<file path="src/tap_pkg.sv">
// Function
// RULE1 - asserted test reset forces the controller to test-logic-reset without a tck edge
// RULE2 - in shift-ir or shift-dr the serial output changes on the falling tck edge
// RULE3 - mode select and serial input are sampled on rising tck and drive everything; the code also lets test reset force the state with no tck edge
// RULE4 - five rising edges with mode select high reach test-logic-reset from any state
// RULE5 - from test-logic-reset, mode select 0,1,1,0,0 arrives in shift-ir
// RULE6 - shift-ir places the instruction register between serial input and output
// RULE7 - in a shift state the selected register moves one bit per tck while select is low
// RULE8 - mode select high in shift-ir moves to exit1-ir and stops shifting
// RULE9 - mode select high in exit1-ir enters update-ir, where the instruction becomes active
// RULE10 - test reset input is optional; without it the five-high sequence still resets
// RULE11 - the outside controller drives tck, mode select, serial input, reset and reads output
// RULE12 - bits pass through the inserted register and then leave toward the next device
// RULE13 - the controller state alone chooses the connected register and the operation; in shift-dr the code lets the instruction pick data register or bypass
// RULE14 - all sixteen states and transitions of the standard graph are implemented
package tap_pkg;
  localparam int PIN_TCK = 0;
  localparam int PIN_TMS = 1;
  localparam int PIN_TDI = 2;
  localparam int PIN_TRST_N = 3;
  localparam int PIN_COUNT = 4;
  localparam int IR_W = 4;
  localparam int DR_W = 8;
  localparam logic [IR_W-1:0] IR_CAPTURE = 4'h1;
  localparam logic [IR_W-1:0] INSTR_BYPASS = 4'hF;
  localparam logic [IR_W-1:0] INSTR_DATA = 4'h2;
  localparam int FIFO_DEPTH = 16;
  localparam int RESET_HIGH_COUNT = 5;
  localparam int TCK_PERIOD_NS = 125;
  localparam int CLK_PERIOD_NS = 10;
  localparam int TCK_HALF_CYCLES = (TCK_PERIOD_NS / 2) / CLK_PERIOD_NS;

  typedef enum logic [3:0] {
    S_RESET, S_IDLE,
    S_SEL_DR, S_CAP_DR, S_SHIFT_DR, S_EXIT1_DR, S_PAUSE_DR, S_EXIT2_DR, S_UPD_DR,
    S_SEL_IR, S_CAP_IR, S_SHIFT_IR, S_EXIT1_IR, S_PAUSE_IR, S_EXIT2_IR, S_UPD_IR
  } tap_state_t;
endpackage

</file>
<file path="src/tap_fifo.sv">
`timescale 1ns/1ps
module tap_fifo #(
  parameter int WIDTH = 8,
  parameter int DEPTH = 16
) (
  input wire logic i_clk,
  input wire logic i_rst,
  input wire logic i_in_valid,
  input wire logic [WIDTH-1:0] i_in_data,
  output logic o_in_ready,
  output logic o_out_valid,
  output logic [WIDTH-1:0] o_out_data,
  input wire logic i_out_ready
);
  localparam int AW = $clog2(DEPTH);
  localparam logic [AW:0] FULL_COUNT = (AW + 1)'(DEPTH);
  localparam logic [AW-1:0] LAST_PTR = AW'(DEPTH - 1);

  // head word sits in a register so the consumer sees flop outputs
  logic [WIDTH-1:0] mem [DEPTH];
  logic [AW-1:0] wr_ptr_reg, wr_ptr_next, rd_ptr_reg, rd_ptr_next;
  logic [AW:0] count_reg, count_next;
  logic out_valid_reg, out_valid_next;
  logic [WIDTH-1:0] out_data_reg, out_data_next;
  logic push, pop;

  always_comb begin
    o_in_ready = (count_reg != FULL_COUNT);
    push = i_in_valid && o_in_ready;
    pop = (count_reg != '0) && (!out_valid_reg || i_out_ready);
    wr_ptr_next = wr_ptr_reg;
    rd_ptr_next = rd_ptr_reg;
    count_next = count_reg;
    out_valid_next = out_valid_reg && !i_out_ready;
    out_data_next = out_data_reg;
    if (push) begin
      wr_ptr_next = (wr_ptr_reg == LAST_PTR) ? '0 : wr_ptr_reg + 1'b1;
    end
    if (pop) begin
      rd_ptr_next = (rd_ptr_reg == LAST_PTR) ? '0 : rd_ptr_reg + 1'b1;
      out_valid_next = 1'b1;
      out_data_next = mem[rd_ptr_reg];
    end
    if (push && !pop) begin
      count_next = count_reg + 1'b1;
    end else if (pop && !push) begin
      count_next = count_reg - 1'b1;
    end
  end

  always_ff @(posedge i_clk) begin
    if (push) begin
      mem[wr_ptr_reg] <= i_in_data;
    end
  end

  always_ff @(posedge i_clk or posedge i_rst) begin
    if (i_rst) begin
      wr_ptr_reg <= '0;
      rd_ptr_reg <= '0;
      count_reg <= '0;
      out_valid_reg <= 1'b0;
      out_data_reg <= '0;
    end else begin
      wr_ptr_reg <= wr_ptr_next;
      rd_ptr_reg <= rd_ptr_next;
      count_reg <= count_next;
      out_valid_reg <= out_valid_next;
      out_data_reg <= out_data_next;
    end
  end

  assign o_out_valid = out_valid_reg;
  assign o_out_data = out_data_reg;
endmodule

</file>
<file path="src/tap_controller.sv">
`timescale 1ns/1ps
module tap_controller #(
  parameter bit HAS_TRST = 1'b1
) (
  input wire logic i_clk,
  input wire logic i_rst,
  input wire logic i_tck,
  input wire logic i_tms,
  input wire logic i_tdi,
  input wire logic i_trst_n,
  output logic o_tdo,
  output logic o_tdo_oe,
  output logic [tap_pkg::IR_W-1:0] o_instr,
  output logic o_test_reset,
  output logic o_update_drop,
  output logic o_dr_valid,
  output logic [tap_pkg::DR_W-1:0] o_dr_data,
  input wire logic i_dr_ready
);
  import tap_pkg::*;

  // three-stage synchronisers; a level is accepted once stages two and three agree
  logic [PIN_COUNT-1:0] s1_reg, s2_reg, s3_reg, lvl_reg, lvl_next;
  logic tck_rise, tck_fall, tms_s, tdi_s, trst_active;

  always_comb begin
    for (int i = 0; i < PIN_COUNT; i++) begin
      lvl_next[i] = (s2_reg[i] == s3_reg[i]) ? s3_reg[i] : lvl_reg[i];
    end
  end

  always_ff @(posedge i_clk or posedge i_rst) begin
    if (i_rst) begin
      s1_reg <= 4'h8;
      s2_reg <= 4'h8;
      s3_reg <= 4'h8;
      lvl_reg <= 4'h8;
    end else begin
      s1_reg <= {i_trst_n, i_tdi, i_tms, i_tck};
      s2_reg <= s1_reg;
      s3_reg <= s2_reg;
      lvl_reg <= lvl_next;
    end
  end

  // RULE3 rising-edge sampling
  assign tck_rise = lvl_next[PIN_TCK] && !lvl_reg[PIN_TCK];
  assign tck_fall = !lvl_next[PIN_TCK] && lvl_reg[PIN_TCK];
  assign tms_s = s3_reg[PIN_TMS];
  assign tdi_s = s3_reg[PIN_TDI];
  // RULE10 optional test reset
  assign trst_active = HAS_TRST && !lvl_reg[PIN_TRST_N];

  // RULE14 full transition graph
  function automatic tap_state_t step(input tap_state_t s, input logic m);
    unique case (s)
      S_RESET:    step = m ? S_RESET : S_IDLE;
      S_IDLE:     step = m ? S_SEL_DR : S_IDLE;
      S_SEL_DR:   step = m ? S_SEL_IR : S_CAP_DR;
      S_CAP_DR:   step = m ? S_EXIT1_DR : S_SHIFT_DR;
      S_SHIFT_DR: step = m ? S_EXIT1_DR : S_SHIFT_DR;
      S_EXIT1_DR: step = m ? S_UPD_DR : S_PAUSE_DR;
      S_PAUSE_DR: step = m ? S_EXIT2_DR : S_PAUSE_DR;
      S_EXIT2_DR: step = m ? S_UPD_DR : S_SHIFT_DR;
      S_UPD_DR:   step = m ? S_SEL_DR : S_IDLE;
      S_SEL_IR:   step = m ? S_RESET : S_CAP_IR;
      S_CAP_IR:   step = m ? S_EXIT1_IR : S_SHIFT_IR;
      // RULE8 leave shift on high select
      S_SHIFT_IR: step = m ? S_EXIT1_IR : S_SHIFT_IR;
      // RULE9 exit1 to update
      S_EXIT1_IR: step = m ? S_UPD_IR : S_PAUSE_IR;
      S_PAUSE_IR: step = m ? S_EXIT2_IR : S_PAUSE_IR;
      S_EXIT2_IR: step = m ? S_UPD_IR : S_SHIFT_IR;
      S_UPD_IR:   step = m ? S_SEL_DR : S_IDLE;
    endcase
  endfunction

  tap_state_t state_reg, state_next;
  logic [IR_W-1:0] ir_shift_reg, ir_shift_next, ir_reg, ir_next;
  logic [DR_W-1:0] dr_shift_reg, dr_shift_next;
  logic byp_reg, byp_next;
  logic tdo_reg, tdo_next, oe_reg, oe_next;
  logic drop_reg, drop_next, tlr_reg;
  logic sel_data, fifo_ready, push;

  assign sel_data = (ir_reg == INSTR_DATA);

  always_comb begin
    state_next = state_reg;
    ir_shift_next = ir_shift_reg;
    ir_next = ir_reg;
    dr_shift_next = dr_shift_reg;
    byp_next = byp_reg;
    tdo_next = tdo_reg;
    oe_next = oe_reg;
    push = 1'b0;
    drop_next = 1'b0;
    // RULE1 reset needs no tck edge
    if (trst_active) begin
      state_next = S_RESET;
    end else if (tck_rise) begin
      // RULE4 five highs end in reset through the graph
      state_next = step(state_reg, tms_s);
    end
    // RULE13 state picks register and operation
    if (tck_rise) begin
      unique case (state_reg)
        S_CAP_IR: ir_shift_next = IR_CAPTURE;
        // RULE6 instruction register in path
        // RULE7 one bit per tck
        S_SHIFT_IR: ir_shift_next = {tdi_s, ir_shift_reg[IR_W-1:1]};
        // capture reports fifo room so the outside controller can throttle updates
        S_CAP_DR: begin
          dr_shift_next = {dr_shift_reg[DR_W-1:1], fifo_ready};
          byp_next = 1'b0;
        end
        S_SHIFT_DR: begin
          if (sel_data) begin
            dr_shift_next = {tdi_s, dr_shift_reg[DR_W-1:1]};
          end else begin
            byp_next = tdi_s;
          end
        end
        default: begin
        end
      endcase
    end
    if (tck_fall) begin
      // RULE2 output changes on falling tck
      // RULE12 register bits leave toward next device
      oe_next = (state_reg == S_SHIFT_IR) || (state_reg == S_SHIFT_DR);
      if (state_reg == S_SHIFT_IR) begin
        tdo_next = ir_shift_reg[0];
      end else if (state_reg == S_SHIFT_DR) begin
        tdo_next = sel_data ? dr_shift_reg[0] : byp_reg;
      end
      // RULE9 instruction becomes active
      if (state_reg == S_UPD_IR) begin
        ir_next = ir_shift_reg;
      end
      if (state_reg == S_UPD_DR && sel_data) begin
        push = fifo_ready;
        drop_next = !fifo_ready;
      end
    end
    if (state_reg == S_RESET) begin
      ir_next = INSTR_BYPASS;
      oe_next = 1'b0;
    end
  end

  always_ff @(posedge i_clk or posedge i_rst) begin
    if (i_rst) begin
      state_reg <= S_RESET;
      ir_shift_reg <= '0;
      ir_reg <= INSTR_BYPASS;
      dr_shift_reg <= '0;
      byp_reg <= 1'b0;
      tdo_reg <= 1'b0;
      oe_reg <= 1'b0;
      drop_reg <= 1'b0;
      tlr_reg <= 1'b1;
    end else begin
      state_reg <= state_next;
      ir_shift_reg <= ir_shift_next;
      ir_reg <= ir_next;
      dr_shift_reg <= dr_shift_next;
      byp_reg <= byp_next;
      tdo_reg <= tdo_next;
      oe_reg <= oe_next;
      drop_reg <= drop_next;
      tlr_reg <= (state_next == S_RESET);
    end
  end

  // updates that find the fifo full are dropped and flagged, tck cannot be stalled
  tap_fifo #(
    .WIDTH(DR_W),
    .DEPTH(FIFO_DEPTH)
  ) u_fifo (
    .i_clk(i_clk),
    .i_rst(i_rst),
    .i_in_valid(push),
    .i_in_data(dr_shift_reg),
    .o_in_ready(fifo_ready),
    .o_out_valid(o_dr_valid),
    .o_out_data(o_dr_data),
    .i_out_ready(i_dr_ready)
  );

  assign o_tdo = tdo_reg;
  assign o_tdo_oe = oe_reg;
  assign o_instr = ir_reg;
  assign o_test_reset = tlr_reg;
  assign o_update_drop = drop_reg;

  // helper: consecutive rising edges with select high
  logic [2:0] high_cnt_reg, high_cnt_next;
  always_comb begin
    high_cnt_next = high_cnt_reg;
    if (trst_active) begin
      high_cnt_next = 3'h0;
    end else if (tck_rise) begin
      if (!tms_s) begin
        high_cnt_next = 3'h0;
      end else if (high_cnt_reg != 3'(RESET_HIGH_COUNT)) begin
        high_cnt_next = high_cnt_reg + 3'h1;
      end
    end
  end

  always_ff @(posedge i_clk or posedge i_rst) begin
    if (i_rst) begin
      high_cnt_reg <= '0;
    end else begin
      high_cnt_reg <= high_cnt_next;
    end
  end
endmodule

</file>
<file path="config.mk">
export PLATFORM = sky130hd
export DESIGN_NAME = tap_controller
export DESIGN_NICKNAME = d
export VERILOG_FILES = /design/src/tap_pkg.sv /design/src/tap_fifo.sv /design/src/tap_controller.sv
export SDC_FILE = /design/constraint.sdc
export NUM_CORES = 1
export LEC_CHECK = 0
export BUFFER_PORTS_ARGS = -buffer_cell sky130_fd_sc_hd__clkbuf_2
export CAP_MARGIN = 10
export CORE_ASPECT_RATIO = 1.4
export CORE_MARGIN = 4
export CORE_UTILIZATION = 53
export DETAILED_ROUTE_END_ITERATION = 8
export GPL_ROUTABILITY_DRIVEN = 0
export PLACE_DENSITY = 0.8
export SETUP_SLACK_MARGIN = 0.4
export SYNTH_ARGS = -nofsm -noshare
export SYNTH_HDL_FRONTEND = slang
export SYNTH_SLANG_ARGS = --single-unit
</file>
<file path="constraint.sdc">
create_clock -name i_clk -period 3 [get_ports i_clk]
set_input_delay 0.15 -clock i_clk [delete_from_list [all_inputs] [get_ports i_clk]]
set_output_delay 0.15 -clock i_clk [all_outputs]
set_load 0.1 [all_outputs]
</file>
==> impl_results.md, run 1 <==
- Detailed-route wire length: 15,210 um
- Worst slew pin tran: 0.9740 ns
- # rows: 52
- Relative slew slack: 0.3507
- Die area: 16,660 um^2
- Die Span Y: 151.1 um
- RSZ-0062 raised after global routing: yes
- Sequential area share after synthesis: 0.6939
- DRT antenna net count: 0
- CTS buffer count: 17
- Max-slew violations: 0
- Mean area per synthesized cell: between 15 and 20 um^2
- Avg Vias per Cell: between 5 and 6
- DRC Markers: 0
- Minimum clock period: 2.753 ns
- Max Cap Violations: 0
- Status: finished clean
- CP max FO: 3
- Number of I/O port buffers: 23
- H-tree levels: 4
- PD cells: 760.2 nW/um^2
- Critical Path Sink Type: flop
- Max VDD drop: a little under 0.0006 V
- Layout cells sized above 1: 0.2836
- Commonest non-fill, non-tap cell in the layout: edfxtp_1
- DR iter-0 viols: 352
- Antenna cells: 0
- Critical Path RT: around 3.4 ns
- Hold/Removal Path Class: in -> reg
- Synthesized flop and latch total: between 150 and 200
- WL per Instance: approximately 21 um
- Syn nets: between 400 and 500
- Clock sinks: 189
- Layout net count: 547
- DP HPWL: between 9000 and 10,000 um
- Via count: 4,290
- Final Cycle Share: 0.9178
- TritonCTS clock tree: done
- First-pass GRT wire length: 24,720 um
- Max reg flops: 128
- Max clock buf depth: 2
- Initial core utilization: 0.5393
- IO Count: 24
- Fillers: 991
- Setup-failing EPs final: 0
- Final TNS setup: 0 ns
- Clock root cell: clkbuf_16
- Clock skew: 0.01342 ns
- Synth cell types: 57
- Most frequent cells in the layout: edfxtp_1 (128), dfrtp_1 (51), nand2_1 (38)
- Kind of critical path: reg -> reg
- Top_reg_cell synth: edfxtp_1
- CP Data Arrival Time: 3.10 ns
- Tot GR Track Use: 0.2015
- Leak: between 2 and 3 nW
- Drt pass-1 iters: 4
- Die Wd: 110.2 um
- Async SR Flop Fraction: 0.3228
- Post-synth EDFFs: 128
- Mapped Area: 7755 um^2
- Area growth from synthesis to layout: 15.42%
- Synth Instances: 478
- Total core area: around 14,000 um^2
- Largest net degree at the start of global routing: 47
- Syn. warnings: 0
- Initial antenna violation count: 0
- Total grt overflow: 0
- Startpoint class of the critical path: flop
- Reg clk slew, reported paths: 0.07 ns
- Final Hold Viols: 0
- Number of global-route vias before repair: 4,516
- Worst hold margin: 0.01957 ns
- Worst skew pair latency: 0.43 ns
- Fmax: 363.2 MHz
[timing repair]
| item | CTS | global route |
|---|---|---|
| gates cloned | 0 | 0 |
| pin swaps | 3 | 3 |
| endpoints found under the setup margin | 2 | 34 |
| buffers inserted | 4 | 1 |
| endpoints found under the hold margin | 40 | 0 |
| resized for setup | 1 | 7 |
| hold buffers | 5 | 0 |
[critical path: stages, from the launching register on]
cell,delay (ns)
dfstp_4,0.62
nor4b_4,0.26
nand4_1,0.20
a21oi_2,0.21
ha_4,0.16
inv_2,0.05
ha_4,0.22
nor2b_1,0.12
o21a_1,0.18
or3_4,0.33
a21oi_2,0.16
xor2_1,0.15
[synth_stat cells (all sizes together) (2+ instances only)]
master | n | share of area
o221ai | 9 | 0.010
nand2 | 40 | 0.020
nand4 | 2 | 0.0016
nor2b | 5 | 0.0040
edfxtp | 128 | 0.50
nor2 | 28 | 0.014
a21o | 5 | 0.0048
buf | 17 | 0.014
mux4 | 32 | 0.093
o31ai | 2 | 0.0019
nor3 | 9 | 0.0058
nand3b | 2 | 0.0019
dfrtp | 52 | 0.17
o211ai | 2 | 0.0019
dfstp | 9 | 0.030
maj3 | 2 | 0.0026
o311ai | 2 | 0.0023
mux2 | 9 | 0.013
o21a | 3 | 0.0029
xor2 | 4 | 0.0045
nand3 | 14 | 0.0097
nor4 | 2 | 0.0016
nor3b | 2 | 0.0019
o21ai | 15 | 0.0097
a21oi | 12 | 0.0082
a31oi | 3 | 0.0024
nand2b | 7 | 0.0056
ha | 9 | 0.015
xnor2 | 3 | 0.0034
inv | 9 | 0.0044
clkbuf | 7 | 0.0048
mux2i | 17 | 0.022
[path summary, 6_finish.rpt]
check / start / to / slack, ns / cells after the start
max: o_instr[1] / u_fifo.count_reg[4] / 0.25 / 11
min: i_dr_ready / u_fifo.o_out_valid / 0.02 / 3
max reg2reg: o_instr[1] / u_fifo.count_reg[4] / 0.25 / 11
min reg2reg: s2_reg[2] / s3_reg[2] / 0.35 / 0
max in group asynchronous: i_rst / u_fifo.wr_ptr_reg[0] / 1.75 / 4
min in group asynchronous: i_rst / s2_reg[1] / 0.47 / 3
[final cells by class]
class | instances | area [um^2] | area share
flip-flops and latches | 189 | 5386 | 0.6018
multi-input cells | 256 | 2286 | 0.2554
clock buffers | 17 | 425.4 | 0.04753
repair buffers | 57 | 395.4 | 0.04417
well taps | 189 | 236.5 | 0.02642
clock inverters | 15 | 187.7 | 0.02097
inverters | 9 | 33.78 | 0.003774
[power breakdown]
group	total [mW]	switching, mW	internal [mW]
combinational	1.40	0.890	0.512
sequential	3.11	0.220	2.89
clock	2.29	1.02	1.27
[per-layer routing]
metal | share of wire | global-route usage | vias up
li1 | - | - | 1941
met1 | 0.39 | 0.2432 | 2186
met2 | 0.54 | 0.3433 | 129
met3 | 0.039 | 0.04733 | 34
met4 | 0.034 | 0.08872 | 0
met5 | 0 | 0 | -
[metrics by stage]
step	setup slack, ns	util	total power [mW]	instances	area (um^2)
2_1_floorplan	0.04443	-	4.248	478	7807
3_3_place_gp	0.3101	0.5710	4.486	690	8210
3_5_place_dp	0.2652	0.5710	4.533	690	8210
4_1_cts	0.2894	0.6193	6.843	731	8905
5_1_grt	0.1829	0.6225	7.104	732	8951
6_report	0.2465	0.6225	6.805	732	8951
[cell families (layout without fill, tap and decap cells)]
group                    Yosys count  in the layout  synth area share
buffers and inverters             33             98           0.02275
XOR/XNOR                           7              7          0.007906
AND/OR/NAND/NOR                  118            118           0.07470
multiplexers                      58             58            0.1279
AO/OA/AOI/OAI                     61             61           0.05308
flip-flops                       189            189            0.6939
adder cells (fa/ha/maj)           12             12           0.01968
(Power assumes the default switching activity.)
==> inputs of run 2 (changes only) <==
Settings changed: RECOVER_POWER from default to 50.
==> run 2 against run 1 <==
  * The flow now finishes with violations (max-capacitance violations, max-slew violations)
  * Cell area fell by 0.20%
  * Clock power barely moved
  * Power fell by 0.25%
  * Hold slack got worse by 0.0018 ns
  * Clock skew fell by 0.0028 ns
  * Clock-buffer cell count did not move
  * Critical endpoint unchanged
==> impl_results.md, run 2 (synthesis results as in run 1) <==
- Status: finished, violations left
- Failing checks: max-capacitance violations, max-slew violations
- Delay-heaviest family, CP: simple AND/OR/NAND/NOR gates
- Reg clk slew, reported paths: 0.07 ns (about the same)
- Antenna cells: 0 (unchanged)
- Relative slew slack: -0.1492 (-0.4999)
- DP HPWL: 9839 um (unchanged)
- Total core area: 14,380 um^2 (unchanged)
- Critical Path Sink Type: flop
- First-pass GRT wire length: 24,720 um (unchanged)
- Max-slew violations: 47 (+47)
- RR Startpoint: o_instr[1]
- Die area: 16,660 um^2 (unchanged)
- Via count: 4,298 (+0.19%)
- R2r endpoint: u_fifo.count_reg[4]
- Fmax: 363.8 MHz (+0.18%)
- Die Wd: 110.2 um (unchanged)
- Reg area: 5386 um^2 (unchanged)
- Crit path cell chain: nor4b_4 -> nand4_1 -> a21oi_2 -> ha_4 -> inv_2 -> ha_4 -> nor2b_1 -> o21a_1 -> or3_4 -> a21oi_2 -> xor2_1
- CP max FO: 3 (unchanged)
- Clock skew: 0.01067 ns (-0.002754 ns)
- Max clock buf depth: 2 (unchanged)
- Worst skew pair latency: 0.43 ns (about the same)
- Metal1 wirelength: 5849 um (-0.24%)
- Worst slew pin tran: 1.722 ns (+0.7479 ns)
- Hold Startpoint: i_dr_ready
- P_sw: 2.133 mW (+0.11%)
- Placed cell count: 690 (unchanged)
- Layout cells sized above 1: 0.2597 (-0.02394)
- Startpoint class of the critical path: flop
- Setup-failing EPs final: 0 (unchanged)
- Crit. path cell count: 11 (unchanged)
- Most frequent cells in the layout: edfxtp_1 (128), dfrtp_1 (51), nand2_1 (38)
- CTS buffer count: 17 (unchanged)
- Initial core utilization: 0.5393 (unchanged)
- IO Count: 24 (unchanged)
- Detailed-route wire length: 15,200 um (about the same)
- Die Span Y: 151.1 um (unchanged)
- Met3 Wirelength: 596 um (-0.33%)
- Worst path bufs/invs: 1 (unchanged)
- Max Cap Violations: 1 (+1)
- # rows: 52 (unchanged)
- DR iter-0 viols: 332 (-5.7%)
- Clock root cell: clkbuf_16
- PD cells: 759.8 nW/um^2 (about the same)
- Dpl cell area: 8210 um^2 (unchanged)
- Uppermost routed layer: met4
- Reg-to-reg slack, setup: 0.25 ns (about the same)
- Worst hold margin: 0.01779 ns (-0.001771 ns)
- Final TNS setup: 0 ns (unchanged)
- DRC Markers: 0 (unchanged)
- Number of global-route vias before repair: 4,516 (unchanged)
- Avg Vias per Cell: 5.872 (+0.19%)
- Reg2Reg Depth: 11 (unchanged)
- Slowest cell delay on critical path: 0.62 ns (about the same)
- Fillers: 999 (+0.81%)
- Routed wl met2: 8237 um (about the same)
- Initial antenna violation count: 0 (unchanged)
- Total grt overflow: 0 (unchanged)
- P_int: 4.655 mW (-0.41%)
- Sw Share: 0.3143 (+0.001120)
- Area of the multi-input gates: 2282 um^2 (-0.16%)
- H-tree levels: 4 (unchanged)
- Crit-path slowest cell: dfstp_4
- Final Hold Viols: 0 (unchanged)
- CP Data Arrival Time: 3.10 ns (about the same)
- Layout net count: 547 (unchanged)
- Critical Path RT: 3.35 ns (about the same)
- Design area: 8934 um^2 (-0.20%)
- WL per Instance: 20.77 um (about the same)
- Gate power share: 0.204 (-0.002)
- Largest net degree at the start of global routing: 47 (unchanged)
- Final Cycle Share: 0.9162 (-0.001641)
- TritonCTS clock tree: done
- Max VDD drop: 0.0005533 V (-4.0%)
- Tot GR Track Use: 0.2015 (unchanged)
- WHS Path Cells: 3 (unchanged)
- Hold/Removal Path Class: in -> reg
- Commonest non-fill, non-tap cell in the layout: edfxtp_1
- Clock sinks: 189 (unchanged)
- Number of I/O port buffers: 23 (unchanged)
- DRT antenna net count: 0 (unchanged)
- Minimum clock period: 2.749 ns (-0.004923 ns)
- Share of power burned in registers: 0.458 (about the same)
- Clock Power Share: 0.338 (about the same)
- Area growth from synthesis to layout: 15.20%
- RSZ-0062 raised after global routing: yes
- Max reg flops: 128 (unchanged)
- Endpoint, Worst Hold: u_fifo.o_out_valid
- Non-Filler Instances: 732 (unchanged)
- Drt pass-1 iters: 5 (+1)
- Kind of critical path: reg -> reg
- Leak: 2.946 nW (-0.96%)
run 2: cell types whose count changed in the layout (fill, tap and decap cells not counted), sizes merged:
cell / change
buf: -1
clkbuf: +1
run 2: repair_timing:
item | 4_1_cts | 5_1_grt
hold endpoints to repair | 40 | 0
gates cloned | 0 | 0
hold buffers | 5 | 0
gates resized for setup | 1 | 7
pin swaps | 3 | 3
endpoints found under the setup margin | 2 | 34
buffers inserted | 4 | 1
run 2: worst register-to-register path: stages (launching register included):
cell and delay [ns]:
dfstp_4 0.62, nor4b_4 0.26, nand4_1 0.20, a21oi_2 0.21
ha_4 0.16, inv_2 0.05, ha_4 0.22, nor2b_1 0.12
o21a_1 0.18, or3_4 0.33, a21oi_2 0.16, xor2_1 0.15
run 2: worst max-delay path by stage:
stage | startpoint | to | slack [ns]
CTS | o_instr[1] | u_fifo.count_reg[4] | 0.29
floorplan | o_instr[1] | u_fifo.count_reg[4] | 0.04
global route | u_fifo.count_reg[1] | u_fifo.count_reg[4] | 0.17
finish | o_instr[1] | u_fifo.count_reg[4] | 0.25
global placement | u_fifo.count_reg[0] | u_fifo.count_reg[4] | 0.31
detailed placement | u_fifo.count_reg[0] | u_fifo.count_reg[4] | 0.27
run 2: power groups by stage:
stage	clock network, mW	registers, mW	logic [mW]
6_report	2.29	3.11	1.38
5_1_grt	2.47	3.14	1.48
4_1_cts	2.34	3.11	1.39
3_5_place_dp	0	3.17	1.36
3_3_place_gp	0	3.16	1.32
2_1_floorplan	0	3.44	0.803
run 2: metrics by stage:
stage / setup WS (ns) / utilization / power [mW]
2_1_floorplan: 0.04443 / - / 4.248
3_3_place_gp: 0.3101 / 0.5710 / 4.486
3_5_place_dp: 0.2652 / 0.5710 / 4.533
4_1_cts: 0.2894 / 0.6193 / 6.843
5_1_grt: 0.1739 / 0.6213 / 7.082
6_report: 0.2515 / 0.6213 / 6.788
run 2: cell type report:
class,instances,share of cell area
Inverter,9,0.003782
Multi-Input combinational cell,256,0.2555
Clock inverter,15,0.02101
Sequential cell,189,0.6029
Timing Repair Buffer,57,0.04272
Tap cell,189,0.02647
Clock buffer,17,0.04762
run 2: metal layers:
| layer | global-route usage | up-vias |
|---|---|---|
| met5 | 0 | - |
| met4 | 0.08872 | 0 |
| met3 | 0.04733 | 31 |
| met2 | 0.3433 | 120 |
| met1 | 0.2432 | 2203 |
| li1 | - | 1944 |
==> inputs of run 3 (changes only) <==
Settings changed: CORE_ASPECT_RATIO 1.4 to default.
==> run 3 against run 2 <==
  * Register-to-register slack got worse by 0.09 ns
  * Flip-flop and latch count unchanged
  * The run now ends clean
  * First-iteration DRC count increased by 9.3%
  * Cell count decreased by 0.27%
  * Maximum frequency decreased by 3.1%
  * Routed wire length increased by 1.2%
==> impl_results.md, run 3 (synthesis results as in run 1) <==
- CP Data Arrival Time: 3.19 ns (+0.09 ns)
- WHS Path Cells: 3 (unchanged)
- Hold/Removal Path Class: in -> reg
- Delay-heaviest family, CP: simple AND/OR/NAND/NOR gates
- Die area: 16,630 um^2 (-0.17%)
- Setup-failing EPs final: 0 (unchanged)
- Non-Filler Instances: 730 (-0.27%)
- CP max FO: 5 (+2)
- Initial core utilization: 0.5502 (+0.01082)
- Area growth from synthesis to layout: 14.81%
- Fmax: 352.4 MHz (-3.1%)
- DR iter-0 viols: 363 (+9.3%)
- Worst slew pin tran: 1.165 ns (-0.5568 ns)
- Die Span Y: 129.0 um (-15%)
- PD cells: 749.4 nW/um^2 (-1.4%)
- Die Wd: 129.0 um (+17%)
- Number of global-route vias before repair: 4,492 (-0.53%)
- Layout net count: 554 (+1.3%)
- TritonCTS clock tree: done
- Critical Path Sink Type: flop
- Reg-to-reg slack, setup: 0.16 ns (-0.09 ns)
- Max clock buf depth: 2 (unchanged)
- Via count: 4,426 (+3.0%)
- Placed cell count: 686 (-0.58%)
- Max Cap Violations: 0 (-1)
- # rows: 43 (-17%)
- RR Startpoint: u_fifo.count_reg[1]
- Clock root cell: clkbuf_16
- Max VDD drop: 0.0004546 V (-18%)
- Fillers: 946 (-5.3%)
- Status: finished clean
- Reg clk slew, reported paths: 0.07 ns (about the same)
- Kind of critical path: reg -> reg
- Number of I/O port buffers: 23 (unchanged)
- Layout cells sized above 1: 0.2836 (+0.02397)
- Avg Vias per Cell: 6.063 (+3.3%)
- Detailed-route wire length: 15,390 um (+1.2%)
- Leak: 2.995 nW (+1.6%)
- Worst hold margin: 0.03942 ns (+0.02163 ns)
- Slowest cell delay on critical path: 0.56 ns (-0.06 ns)
- Max reg flops: 128 (unchanged)
- Total grt overflow: 0 (unchanged)
- DP HPWL: 9522 um (-3.2%)
- Total core area: 14,100 um^2 (-2.0%)
- H-tree levels: 4 (unchanged)
- Clock skew: 0.008270 ns (-0.002399 ns)
- Clock sinks: 189 (unchanged)
- CTS buffer count: 17 (unchanged)
- Antenna cells: 0 (unchanged)
- Reg2Reg Depth: 11 (unchanged)
- Initial antenna violation count: 0 (unchanged)
- Hold Startpoint: i_dr_ready
- Minimum clock period: 2.837 ns (+0.08878 ns)
- Crit path cell chain: or4_1 -> o21a_2 -> inv_2 -> ha_4 -> inv_2 -> ha_4 -> nor2b_1 -> o21a_1 -> or3_4 -> a21oi_2 -> xor2_1
- Drt pass-1 iters: 5 (unchanged)
- Endpoint, Worst Hold: u_fifo.o_out_valid
- Startpoint class of the critical path: flop
- RSZ-0062 raised after global routing: yes
- Worst path bufs/invs: 2 (+1)
- First-pass GRT wire length: 24,450 um (-1.1%)
- Critical Path RT: 3.35 ns (about the same)
- Commonest non-fill, non-tap cell in the layout: edfxtp_1
- Max-slew violations: 0 (-100%)
- Worst skew pair latency: 0.43 ns (about the same)
- Crit-path slowest cell: or4_1
- Most frequent cells in the layout: edfxtp_1 (128), dfrtp_1 (50), nand2_1 (38)
- Tot GR Track Use: 0.1975 (-0.003964)
- Final Cycle Share: 0.9458 (+0.02959)
- DRC Markers: 0 (unchanged)
- Total power draw: 6.673 mW (-1.7%)
- DRT antenna net count: 0 (unchanged)
- Relative slew slack: 0.2265 (+0.3758)
- WL per Instance: 21.08 um (+1.5%)
- IO Count: 24 (unchanged)
- Final TNS setup: 0 ns (unchanged)
- Final Hold Viols: 0 (unchanged)
- Largest net degree at the start of global routing: 44 (-6.4%)
- R2r endpoint: u_fifo.count_reg[4]
==> run 3: worst min-delay path: cells and delay by family <==
kind	cells	cell delay, ns
buffers and inverters	1	0.07
and+or+nand+nor	2	0.20
==> run 3: per-layer routing <==
layer	GRT usage	up-vias	share of wire
li1	-	1947	-
met1	0.2598	2270	0.40
met2	0.3180	179	0.51
met3	0.04691	30	0.065
met4	0.08524	0	0.023
met5	0	-	0
==> run 3: worst max path at each step <==
stage	cells after the start	from	to	slack [ns]
global route	11	u_fifo.count_reg[1]	u_fifo.count_reg[4]	0.08
CTS	11	o_instr[1]	u_fifo.count_reg[4]	0.20
global placement	11	u_fifo.count_reg[0]	u_fifo.count_reg[4]	0.31
floorplan	12	o_instr[1]	u_fifo.count_reg[4]	0.04
finish	11	u_fifo.count_reg[1]	u_fifo.count_reg[4]	0.16
detailed placement	11	u_fifo.count_reg[0]	u_fifo.count_reg[4]	0.18
==> run 3: power breakdown <==
| part | switching, mW | leakage (nW) | internal [mW] |
|---|---|---|---|
| clock network | 0.988 | 0.272 | 1.18 |
| logic | 0.959 | 1.02 | 0.489 |
| registers | 0.160 | 1.71 | 2.89 |
| total | 2.11 | 2.99 | 4.57 |
==> run 3: final cells by class <==
| cell class | instances | area, um^2 | share of cell area |
|---|---|---|---|
| clock buffers | 19 | 442.9 | 0.04975 |
| clock inverters | 13 | 127.6 | 0.01433 |
| inverters | 9 | 33.78 | 0.003794 |
| multi-input cells | 256 | 2255 | 0.2532 |
| flip-flops and latches | 189 | 5388 | 0.6051 |
| well taps | 180 | 225.2 | 0.02530 |
| repair buffers | 64 | 431.7 | 0.04848 |
==> run 3: what timing repair did <==
action | in CTS | in global routing
hold endpoints to repair | 22 | 0
buffers inserted | 6 | 1
setup endpoints to repair | 2 | 2
resized for setup | 3 | 2
pin swaps | 3 | 3
hold buffers | 5 | 0
==> run 3: metrics by stage <==
step	instance area [um^2]	util	setup slack (ns)
2_1_floorplan	7807	-	0.04443
3_3_place_gp	8224	0.5834	0.3149
3_5_place_dp	8224	0.5834	0.1793
4_1_cts	8900	0.6314	0.1955
5_1_grt	8904	0.6316	0.07638
6_report	8904	0.6316	0.1627
